**config.mk**
```make
export PLATFORM = sky130hd
export DESIGN_NAME = tio_flags_ctl
export DESIGN_NICKNAME = d
export VERILOG_FILES = /design/src/logic/tio_pkg.sv /design/src/logic/tio_flags_ctl.sv
export VERILOG_INCLUDE_DIRS = /design/src /design/src/logic
export SDC_FILE = /design/constraint.sdc
export NUM_CORES = 1
export LEC_CHECK = 0
export BUFFER_PORTS_ARGS = -buffer_cell sky130_fd_sc_hd__buf_2
export CAP_MARGIN = 40
export CORE_UTILIZATION = 46
export DETAILED_ROUTE_END_ITERATION = 10
export GPL_TIMING_DRIVEN = 1
export PLACE_DENSITY = 0.78
export SLEW_MARGIN = 15
export SYNTH_ARGS = -nofsm -noshare
export SYNTH_HDL_FRONTEND = slang
export SYNTH_SLANG_ARGS = --single-unit
export TNS_END_PERCENT = 30
```
**constraint.sdc**
```tcl
create_clock -name clk -period 1.9 [get_ports clk]
set_clock_uncertainty 0.15 [all_clocks]
set_input_delay 0.095 -clock clk [delete_from_list [all_inputs] [get_ports clk]]
set_output_delay 0.095 -clock clk [all_outputs]
set_load 0.01 [all_outputs]
```
**src/logic/tio_params.svh**
```systemverilog
// named constants for the timer pin-function and event-flag block
`ifndef TIO_PARAMS_SVH
`define TIO_PARAMS_SVH

// ---------------------------------------------------------------
// register selects on the internal 8-bit bus
// ---------------------------------------------------------------
`define TIO_SEL_CONTROL      2'h0
`define TIO_SEL_FLAGS        2'h1
`define TIO_SEL_ENABLES      2'h2
`define TIO_UNMAPPED_READ    8'hff

// ---------------------------------------------------------------
// reset values and reserved-bit patterns
// ---------------------------------------------------------------
`define TIO_CONTROL_RESET    8'h88
`define TIO_FLAGS_RESET      8'hf8
`define TIO_ENABLES_RESET    8'hf8
`define TIO_FLAGS_FILL       5'h1f
`define TIO_ROLE_RESET       3'h0

// ---------------------------------------------------------------
// field positions
// ---------------------------------------------------------------
`define TIO_FIELD_A_LSB      0
`define TIO_FIELD_B_LSB      4
`define TIO_FIELD_WIDTH      3
`define TIO_ROLE_CAPTURE_BIT 2
`define TIO_FLAG_A           0
`define TIO_FLAG_B           1
`define TIO_FLAG_WRAP        2
`define TIO_FLAG_COUNT       3

// ---------------------------------------------------------------
// pin actions and capture edges (low two bits of a role field)
// ---------------------------------------------------------------
`define TIO_ACT_NONE         2'h0
`define TIO_ACT_LOW          2'h1
`define TIO_ACT_HIGH         2'h2
`define TIO_ACT_TOGGLE       2'h3
`define TIO_EDGE_RISE        2'h0
`define TIO_EDGE_FALL        2'h1
`define TIO_EDGE_BOTH_BIT    1

// ---------------------------------------------------------------
// channel numbers with special behaviour
// ---------------------------------------------------------------
`define TIO_CH_NO_TOGGLE     2
`define TIO_CH_PHASE         2
`define TIO_CH_PAIR_LO       3
`define TIO_CH_PAIR_HI       4
`define TIO_CH_DMA_LAST      3

`endif

```
**src/logic/tio_pkg.sv**
```systemverilog
// types shared by the timer pin-function and event-flag block
`default_nettype none
package tio_pkg;

  // one cycle of the internal 8-bit register bus
  typedef struct packed {
    logic       rd;
    logic       wr;
    logic [1:0] sel;
    logic [7:0] wdata;
  } tio_bus_type;

  // counter activity reported by the channel counter
  typedef struct packed {
    logic        count_tick;
    logic        wrap_up;
    logic        wrap_down;
    logic [15:0] value;
  } tio_count_type;

  // mode selections of the surrounding timer unit
  typedef struct packed {
    logic phase_count_select;
    logic combined_mode_hi;
    logic combined_mode_lo;
  } tio_mode_type;

  // interrupt requests toward the cpu
  typedef struct packed {
    logic wrap;
    logic b;
    logic a;
  } tio_irq_type;

endpackage
`default_nettype wire

```
**src/logic/tio_flags_ctl.sv**
```systemverilog
// one timer channel: pin-function control, event flags, irq enables
`timescale 1ns/1ps
`default_nettype none
`include "tio_params.svh"

module tio_flags_ctl #(
  parameter int CHANNEL_INDEX = 0
) (
  // clock and reset
  input  wire  logic                   clk,
  input  wire  logic                   reset,
  input  wire  logic                   standby,
  // internal register bus
  input  wire  tio_pkg::tio_bus_type   bus,
  output var   logic [7:0]             rdata,
  // counter and mode state from the timer unit
  input  wire  tio_pkg::tio_count_type channel_counter,
  input  wire  logic [15:0]            general_reg_a,
  input  wire  logic [15:0]            general_reg_b,
  input  wire  tio_pkg::tio_mode_type  mode,
  input  wire  logic                   dma_start_a,
  // compare/capture pins, index 0 is pin A and 1 is pin B
  input  wire  logic [1:0]             pin_in,
  output var   logic [1:0]             pin_out,
  output var   logic [1:0]             pin_oe,
  // capture load strobes toward the general registers
  output var   logic [1:0]             capture_load,
  // interrupt requests
  output var   tio_pkg::tio_irq_type   irq
);

  // ---------------------------------------------------------------
  // channel-dependent constants
  // ---------------------------------------------------------------
  localparam logic IS_PAIR      = (CHANNEL_INDEX == `TIO_CH_PAIR_LO) ||
                                  (CHANNEL_INDEX == `TIO_CH_PAIR_HI);
  localparam logic IS_PHASE_CH  = (CHANNEL_INDEX == `TIO_CH_PHASE);
  localparam logic NO_TOGGLE    = (CHANNEL_INDEX == `TIO_CH_NO_TOGGLE);
  localparam logic HAS_DMA_CLR  = (CHANNEL_INDEX <= `TIO_CH_DMA_LAST);
  // all of the above fold away per instance, so absent features cost no logic

  // full-register reset images; only the stored low flag bits are taken from them
  localparam logic [7:0] FLAGS_INIT   = `TIO_FLAGS_RESET;
  localparam logic [7:0] ENABLES_INIT = `TIO_ENABLES_RESET;

  // ---------------------------------------------------------------
  // declarations
  // ---------------------------------------------------------------
  // mode and bus decode
  logic                        init;
  logic                        control_ignored;
  logic                        down_allowed;
  logic                        wr_control;
  logic                        wr_flags;
  logic                        wr_enables;
  logic                        rd_flags;

  // register contents and flag bookkeeping
  logic [`TIO_FIELD_WIDTH-1:0] role_field [1:0];
  logic [`TIO_FLAG_COUNT-1:0]  flags;
  logic [`TIO_FLAG_COUNT-1:0]  armed;
  logic [`TIO_FLAG_COUNT-1:0]  enables;
  logic [`TIO_FLAG_COUNT-1:0]  set_event;
  logic [`TIO_FLAG_COUNT-1:0]  clr_event;
  logic [`TIO_FLAG_COUNT-1:0]  next_flags;
  logic [`TIO_FLAG_COUNT-1:0]  next_armed;

  // pin sampling chain
  logic [1:0]                  sync_a;
  logic [1:0]                  sync_b;
  logic [1:0]                  pin_prev;
  logic [1:0]                  pin_now;

  // general registers as an indexed pair, and the read-back images
  logic [15:0]                 general_reg [1:0];
  logic [7:0]                  control_view;
  logic [7:0]                  flags_view;
  logic [7:0]                  enables_view;

  // ---------------------------------------------------------------
  // common strobes
  // ---------------------------------------------------------------
  // strobes act on the edge that samples them; there are no wait states
  // standby re-initialises like reset, except the pin synchronisers, so both share one term
  assign init       = reset || standby;
  assign wr_control = bus.wr && (bus.sel == `TIO_SEL_CONTROL);
  assign wr_flags   = bus.wr && (bus.sel == `TIO_SEL_FLAGS);
  assign wr_enables = bus.wr && (bus.sel == `TIO_SEL_ENABLES);
  assign rd_flags   = bus.rd && (bus.sel == `TIO_SEL_FLAGS);

  // combined pwm modes take the pins of the pair away from this logic
  assign control_ignored = IS_PAIR && mode.combined_mode_hi;

  // downward wrap only exists for up/down counting configurations
  assign down_allowed = (IS_PHASE_CH && mode.phase_count_select) ||
                        (IS_PAIR && mode.combined_mode_hi &&
                         !mode.combined_mode_lo);

  // index the two general registers so the per-register loop shares its code
  assign general_reg[0] = general_reg_a;
  assign general_reg[1] = general_reg_b;

  // ---------------------------------------------------------------
  // pin synchronisers
  // ---------------------------------------------------------------
  // the chain is kept through standby, while roles, flags and outputs fall back to reset
  // first stage feeds only the second; edges compare second to third
  always_ff @(posedge clk) begin
    if (reset) begin
      sync_a <= 2'h0;
      sync_b <= 2'h0;
    end else begin
      sync_a <= pin_in;
      sync_b <= sync_a;
    end
  end

  // previous sample for edge detection
  always_ff @(posedge clk) begin
    if (reset) begin
      pin_prev <= 2'h0;
    end else begin
      pin_prev <= sync_b;
    end
  end

  // current sample seen by the edge terms
  assign pin_now = sync_b;

  // ---------------------------------------------------------------
  // per general register: role field, compare, capture, pin drive
  // ---------------------------------------------------------------
  for (genvar i = 0; i < 2; i++) begin : g_reg
    // per-register decode and event terms
    logic       is_capture;
    logic [1:0] sel_low;
    logic       rise;
    logic       fall;
    logic       edge_hit;
    logic       match;

    // role field written from the bus; A takes bits 2..0, B bits 6..4
    always_ff @(posedge clk) begin
      if (init) begin
        role_field[i] <= `TIO_ROLE_RESET;
      end else if (wr_control) begin
        if (i == 0) begin
          role_field[i] <= bus.wdata[`TIO_FIELD_A_LSB +: `TIO_FIELD_WIDTH];
        end else begin
          role_field[i] <= bus.wdata[`TIO_FIELD_B_LSB +: `TIO_FIELD_WIDTH];
        end
      end
    end

    // a capture role is void while the pair is taken over by pwm
    assign is_capture = role_field[i][`TIO_ROLE_CAPTURE_BIT] && !control_ignored;
    assign sel_low    = role_field[i][1:0];

    // edge terms compare the synchronised sample with the one before it
    assign rise       = pin_now[i] && !pin_prev[i];
    assign fall       = !pin_now[i] && pin_prev[i];

    // edge selection: 00 rising, 01 falling, 1x both
    always_comb begin
      edge_hit = 1'b0;
      if (sel_low[`TIO_EDGE_BOTH_BIT]) begin
        edge_hit = rise || fall;
      end else if (sel_low == `TIO_EDGE_FALL) begin
        edge_hit = fall;
      end else begin
        edge_hit = rise;
      end
    end

    // compare only on a fresh counter value so one equality gives one event
    assign match = !is_capture && channel_counter.count_tick &&
                   (channel_counter.value == general_reg[i]);

    // capture raises a load strobe and the matching flag event
    assign set_event[i] = match || (is_capture && edge_hit);

    // the load strobe lasts one clock; the register owner latches the counter
    always_ff @(posedge clk) begin
      if (init) begin
        capture_load[i] <= 1'b0;
      end else begin
        capture_load[i] <= is_capture && edge_hit;
      end
    end

    // a capture role never moves the pin, since a match needs a compare role
    // pin drive: 0 from reset until a match changes it
    always_ff @(posedge clk) begin
      if (init) begin
        pin_out[i] <= 1'b0;
      end else if (match && !control_ignored) begin
        case (sel_low)
          `TIO_ACT_NONE:   pin_out[i] <= pin_out[i];
          `TIO_ACT_LOW:    pin_out[i] <= 1'b0;
          `TIO_ACT_HIGH:   pin_out[i] <= 1'b1;
          `TIO_ACT_TOGGLE: pin_out[i] <= NO_TOGGLE ? 1'b1 : !pin_out[i];
          default:         pin_out[i] <= pin_out[i];
        endcase
      end
    end

    // the pin is driven only in compare roles that act on it
    always_ff @(posedge clk) begin
      if (init) begin
        pin_oe[i] <= 1'b0;
      end else begin
        pin_oe[i] <= !control_ignored &&
                     !role_field[i][`TIO_ROLE_CAPTURE_BIT] &&
                     (sel_low != `TIO_ACT_NONE);
      end
    end
  end

  // ---------------------------------------------------------------
  // wrap event
  // ---------------------------------------------------------------
  // upward wraps always count; a downward one only where the counter can run down
  assign set_event[`TIO_FLAG_WRAP] = channel_counter.wrap_up ||
                                     (channel_counter.wrap_down && down_allowed);

  // ---------------------------------------------------------------
  // flag clear conditions
  // ---------------------------------------------------------------
  // a zero written clears only a flag that software saw as one
  always_comb begin
    clr_event = '0;
    if (wr_flags) begin
      clr_event = armed & ~bus.wdata[`TIO_FLAG_COUNT-1:0];
    end
    // the dma start touches flag A only, and only where the channel has it
    if (HAS_DMA_CLR && dma_start_a) begin
      clr_event[`TIO_FLAG_A] = 1'b1;
    end
  end

  // arming follows a read that saw the flag set and dies with the flag
  // set has priority, so an event in the clearing cycle survives
  always_comb begin
    next_flags = (flags & ~clr_event) | set_event;
    next_armed = armed & next_flags;
    if (rd_flags) begin
      next_armed = next_armed | flags;
    end
  end

  // ---------------------------------------------------------------
  // flag and arming state
  // ---------------------------------------------------------------
  // standby clears the flags too, so no stale event survives a wake-up
  always_ff @(posedge clk) begin
    if (init) begin
      flags <= FLAGS_INIT[`TIO_FLAG_COUNT-1:0];
    end else begin
      flags <= next_flags;
    end
  end

  // arming is lost with the flag, so a stale read cannot clear a new event
  always_ff @(posedge clk) begin
    if (init) begin
      armed <= '0;
    end else begin
      armed <= next_armed;
    end
  end

  // ---------------------------------------------------------------
  // interrupt enables and requests
  // ---------------------------------------------------------------
  // reserved enable bits are not stored; they read back as ones
  always_ff @(posedge clk) begin
    if (init) begin
      enables <= ENABLES_INIT[`TIO_FLAG_COUNT-1:0];
    end else if (wr_enables) begin
      enables <= bus.wdata[`TIO_FLAG_COUNT-1:0];
    end
  end

  // a request stands as long as both its flag and its enable are set
  // requests lag the flags by one clock to come from a flip-flop
  always_ff @(posedge clk) begin
    if (init) begin
      irq <= '0;
    end else begin
      irq.wrap <= flags[`TIO_FLAG_WRAP] && enables[`TIO_FLAG_WRAP];
      irq.b    <= flags[`TIO_FLAG_B] && enables[`TIO_FLAG_B];
      irq.a    <= flags[`TIO_FLAG_A] && enables[`TIO_FLAG_A];
    end
  end

  // ---------------------------------------------------------------
  // read-back
  // ---------------------------------------------------------------
  // the views are plain wiring; only the read path registers them
  // reserved bits are constant ones, never stored
  assign control_view = {1'b1, role_field[1], 1'b1, role_field[0]};
  assign flags_view   = {`TIO_FLAGS_FILL, flags};
  assign enables_view = {`TIO_FLAGS_FILL, enables};

  // an unmapped select reads all ones so a wrong address stands out
  // read data is registered and held until the next read
  always_ff @(posedge clk) begin
    if (init) begin
      rdata <= '0;
    end else if (bus.rd) begin
      case (bus.sel)
        `TIO_SEL_CONTROL: rdata <= control_view;
        `TIO_SEL_FLAGS:   rdata <= flags_view;
        `TIO_SEL_ENABLES: rdata <= enables_view;
        default:          rdata <= `TIO_UNMAPPED_READ;
      endcase
    end
  end

endmodule // tio_flags_ctl
`default_nettype wire

```
### Word-level counts from Yosys, hierarchy flattened

Memories as Yosys holds them, arrays and structs flattened.
Cells that the tools add are included.

* input bits: 72
* register bits: 32
* output and inout bits: 17
* memories: 1
* RAM bits: 6

* reductions and logical operators: 39
* equality and inequality tests: 10
* bitwise gates (word level): 11
* mux-type cells: 17

Memories
* role_field: depth 2, bits a word 3, rd ports 2, clocked after Yosys merged registers in 0, write ports 2, RTL line tio_flags_ctl.sv:59 `` logic [`TIO_FIELD_WIDTH-1:0] role_field [1:0]; ``

Operators with widths (count)
* $eq A16 B16 Y1: 2
* $pmux W7 S3: 1
* $logic_and A1 B1 Y1: 19
* $mux W3: 4
* $eq A2 B2 Y1 const B: 5
* $mux W1: 10
* $and A3 B3 Y3: 3
* $logic_not A1 Y1: 8
* $eq A2 B1 Y1 const B: 3
* $logic_not A2 Y1: 3
* $not A3 Y3: 2
* $or A3 B3 Y3: 2
* $pmux W1 S3: 2
* $logic_or A1 B1 Y1: 5
* $reduce_and A2 Y1: 2
* $reduce_bool A2 Y1: 2
* $not A1 Y1: 2
* $or A1 B1 Y1: 2

### Logic depth before layout (Yosys ltp)

* word-level depth: 10
* gate-level depth with buffers: 8

### Worst setup path before layout

No wires, ideal clock.

* path type: register -> register
* start: register sync_b[0], in the netlist pin_now[0]
* end: register armed[0]
* arrival: 1.260 ns
* cell stages (with the launch flop): 8
* path buffers: 0
* clock period less this slack: 1.531 ns
* setup slack: 0.369 ns
* library setup time: 0.120 ns
* path through: dfxtp_1 -> inv_1 -> ha_1 -> mux2_1 -> o211ai_1 -> nand2_1 -> a21oi_1 -> o21ai_1

* longest elaborated chain between the ends: 10
* elaborated cells on any way between the ends: 12

RTL lines
* from (decl): RTL line tio_flags_ctl.sv:70 `logic [1:0] sync_b;`
* from (signal assigned): RTL line tio_flags_ctl.sv:114 `sync_b <= sync_a;`
* $logic_not A1 Y1: RTL line tio_flags_ctl.sv:161 `assign fall = !pin_now[i] && pin_prev[i];`
* $logic_and A1 B1 Y1: RTL line tio_flags_ctl.sv:161
* $mux W1 or $logic_or A1 B1 Y1 (tied branches): RTL line tio_flags_ctl.sv:168, tio_flags_ctl.sv:167
* $mux W1 (*): RTL line tio_flags_ctl.sv:166 `` if (sel_low[`TIO_EDGE_BOTH_BIT]) begin ``
* $logic_and A1 B1 Y1 (*): RTL line tio_flags_ctl.sv:180 `assign set_event[i] = match || (is_capture && edge_hit);`
* $logic_or A1 B1 Y1 (*): RTL line tio_flags_ctl.sv:180
* $or A3 B3 Y3 (*): RTL line tio_flags_ctl.sv:244 `next_flags = (flags & ~clr_event) | set_event;`
* $and A3 B3 Y3 (*): RTL line tio_flags_ctl.sv:245 `next_armed = armed & next_flags;`
* $or A3 B3 Y3: RTL line tio_flags_ctl.sv:247 `next_armed = next_armed | flags;`
* $mux W3 (*): RTL line tio_flags_ctl.sv:246 `if (rd_flags) begin`
* to (signal assigned): RTL line tio_flags_ctl.sv:268 `armed <= next_armed;`
* to (decl): RTL line tio_flags_ctl.sv:61 `` logic [`TIO_FLAG_COUNT-1:0] armed; ``

Every way passes the cells marked *; elsewhere a longest branch is shown, timed or not.
A chain may end at the register's enable or synchronous reset.

### Final worst setup path

* start: register sync_b[1], in the netlist pin_now[1]
* end: register armed[1]

The elaborated chain is that of the path after synthesis.

==> metrics.cfg <==
[cells_and_area]
multi_input_area_um2=988
layout_common_cells=buf_2, dfxtp_1, xnor2_1
fillers=336
antennaDiodeCount=0
mostFrequentLayoutCell=buf_2
syn_to_final_growth_pct=38.4
regArea_um2=801
nets=379
final_util_pct=68.3
drive_gt1_share_pct=32.1

[worst_setup_path]
r2r_cells=7
path_class=flip-flop to flip-flop
timing.rr.start=pin_now[1]
end_kind=flip-flop
cp.required_ns=1.92
cp-endpoint=armed[1]
critPathTopFamily=compound AO/OA/AOI/OAI gates
critPathBufInv=1
crit_cells=7
slowest_delay_ns=0.34
regToRegSetupSlack_ns=0.17
arrival_ns=1.75
cp-start-kind=flip-flop
r2r_end=armed[1]
cp_slowest_cell=dfxtp_1
worstSetupStartpoint=pin_now[1]
crit_chain=inv_1, ha_1, mux2_1, o211ai_1, nand2_1, a21oi_1, o21ai_1
cp_max_fo=2

[global_route]
antenna_found_initial=0
overflow=0
grt_max_degree=17
grt_pass1_wl_mm=7.33
grtUsageTotal_pct=22.8
grt_pass1_vias=1721

[detailed_routing]
initialDrtViolationCount=79
drtPass1Iterations=4
drc=0
postRouteWirelength_mm=4.49
antenna_left=0
vias=1747
viasPerCell=5.03
wl_per_cell_um=12.9

[logic_synthesis]
synthCells=197
syn_nets=277
netlist_area_um2=1850
synth.avg_cell_area_um2=9.37
ys_types=33
yosysWarnings=0
synth_seq_area_share_pct=43.4
ys_ff_latch=37

[sta]
period_share_pct=91.1
slew_viol_final=0
relSlewSlack_pct=75.1
timing.fmax_mhz=578
finalSetupViolCount=0
min_period_ns=1.73
hold_viol_final=0
grt_setup_unrepaired=false
worst_pin_slew_ns=0.372
setup_tns_ns=0

[clock_tree]
cts.repair.resized=0
cts_tree=yes
postCtsSetupBuffers=0
clk_path_buf_depth=2
cts-buffers-inserted=5
cts.sinks=37
cts_max_level=2
cts-root-buf=clkbuf_8
clk_latency_ns=0.29
clk_pin_slew_ns=0.07

[placed_design]
dp_hpwl_mm=3.32
io_buffers=82
place_congestion=0.851

[power_and_ir_drop]
cellPowerDensity_nw_per_um2=652
ir_drop_mv=0.532
leakage_nw=1.11

[floorplan]
fp.dieArea_um2=4270
fp.dieW_um=65.4
start_util_pct=49.3
io_pins=89
rows=22
core_um2=3740
fp.dieH_um=65.4

[flow_run]
maxCapViolCount=0

[hold_path]
hold_class=primary input to flip-flop

[status]
status=finished, final reports clean

## per-layer routing
metal	vias up	part of all wire (%)	wire length (um)	track usage (%)
li1	883	-	-	-
met1	797	41	1850	25.5
met2	56	51	2280	41.1
met3	11	6.2	276	6.08
met4	0	1.7	78	8.42
met5	-	0	0	0
## cell usage after synthesis, drive strengths merged
cell / n / area (um^2)
xnor2: 26 / 228
and4: 1 / 8.76
nand2: 18 / 67.6
a21oi: 13 / 65.1
clkbuf: 4 / 15.0
nand3b: 3 / 22.5
buf: 2 / 12.5
or2: 1 / 6.26
nand3: 3 / 15.0
nor4: 2 / 25.0
o21ai: 8 / 40.0
nor2b: 4 / 25.0
nand4b: 3 / 26.3
ha: 8 / 100
dfxtp: 31 / 621
a31o: 1 / 8.76
mux2: 2 / 22.5
nand4: 10 / 62.6
inv: 8 / 30.0
xor2: 6 / 52.6
and2: 6 / 37.5
a31oi: 4 / 25.0
nor3: 4 / 30.0
nor2: 13 / 48.8
o21a: 1 / 7.51
and3: 3 / 18.8
a22oi: 3 / 22.5
nor3b: 1 / 7.51
o211ai: 2 / 15.0
edfxtp: 6 / 180
## registers in the layout (all words and copies together) (netlist names)
register / flops
rdata: 7
role_field: 6
armed: 3
enables: 3
flags: 3
irq: 3
capture_load: 2
pin_now: 2
pin_oe: 2
pin_out: 2
pin_prev: 2
sync_a: 2
## cell type report
type / count / area share [%]
sequential: 37 / 31.3
clock buffer: 7 / 3.38
timing repair buffer: 101 / 23.1
tap: 48 / 2.35
inverter: 8 / 1.17
multi-input combinational: 146 / 38.7
## timing repair
| action | 4_1_cts | 5_1_grt |
|---|---|---|
| endpoints found under the hold margin | 16 | 0 |
| endpoints found under the setup margin | 0 | 0 |
| hold buffers | 15 | 0 |
## how the worst min path moves through the flow
stage	from	end	slack, ns	depth (start not counted)
floorplan	reset	pin_prev[0]	0.01	1
global placement	pin_in[0]	sync_a[0]	0.15	2
detailed placement	pin_in[0]	sync_a[0]	0.16	2
CTS	bus[11]	rdata[1]	0.008	2
global route	bus[11]	rdata[0]	0.02	2
finish	bus[11]	rdata[1]	0.01	2
## stage by stage
step | hold slack [ns] | setup slack [ns] | std cells | total power, mW | area (um^2)
floorplan | 0.0117 | 0.369 | 197 | 0.987 | 1850
global placement | 0.154 | 0.281 | 325 | 1.11 | 2320
detailed placement | 0.161 | 0.209 | 325 | 1.12 | 2320
CTS | 0.00835 | 0.186 | 347 | 1.68 | 2560
global route | 0.0170 | 0.0910 | 347 | 1.74 | 2560
finish | 0.0108 | 0.170 | 347 | 1.67 | 2560
## report_power, final
part / internal, mW / switching [mW] / leakage, nW
registers: 0.821 / 0.0189 / 0.318
logic: 0.151 / 0.133 / 0.751
clock network: 0.287 / 0.255 / 0.0443
total: 1.26 / 0.406 / 1.11
## cell families after synthesis
group / after synthesis / synth area share [%]
muxes: 2 / 1.22
AOI/OAI and AO/OA: 32 / 9.96
and+or+nand+nor: 72 / 21.7
buffers and inverters: 14 / 3.12
DFF: 37 / 43.4
adders and majority gates: 8 / 5.42
xor gates and xnor gates: 32 / 15.2
No activity file was read; power rests on OpenSTA's default activity.
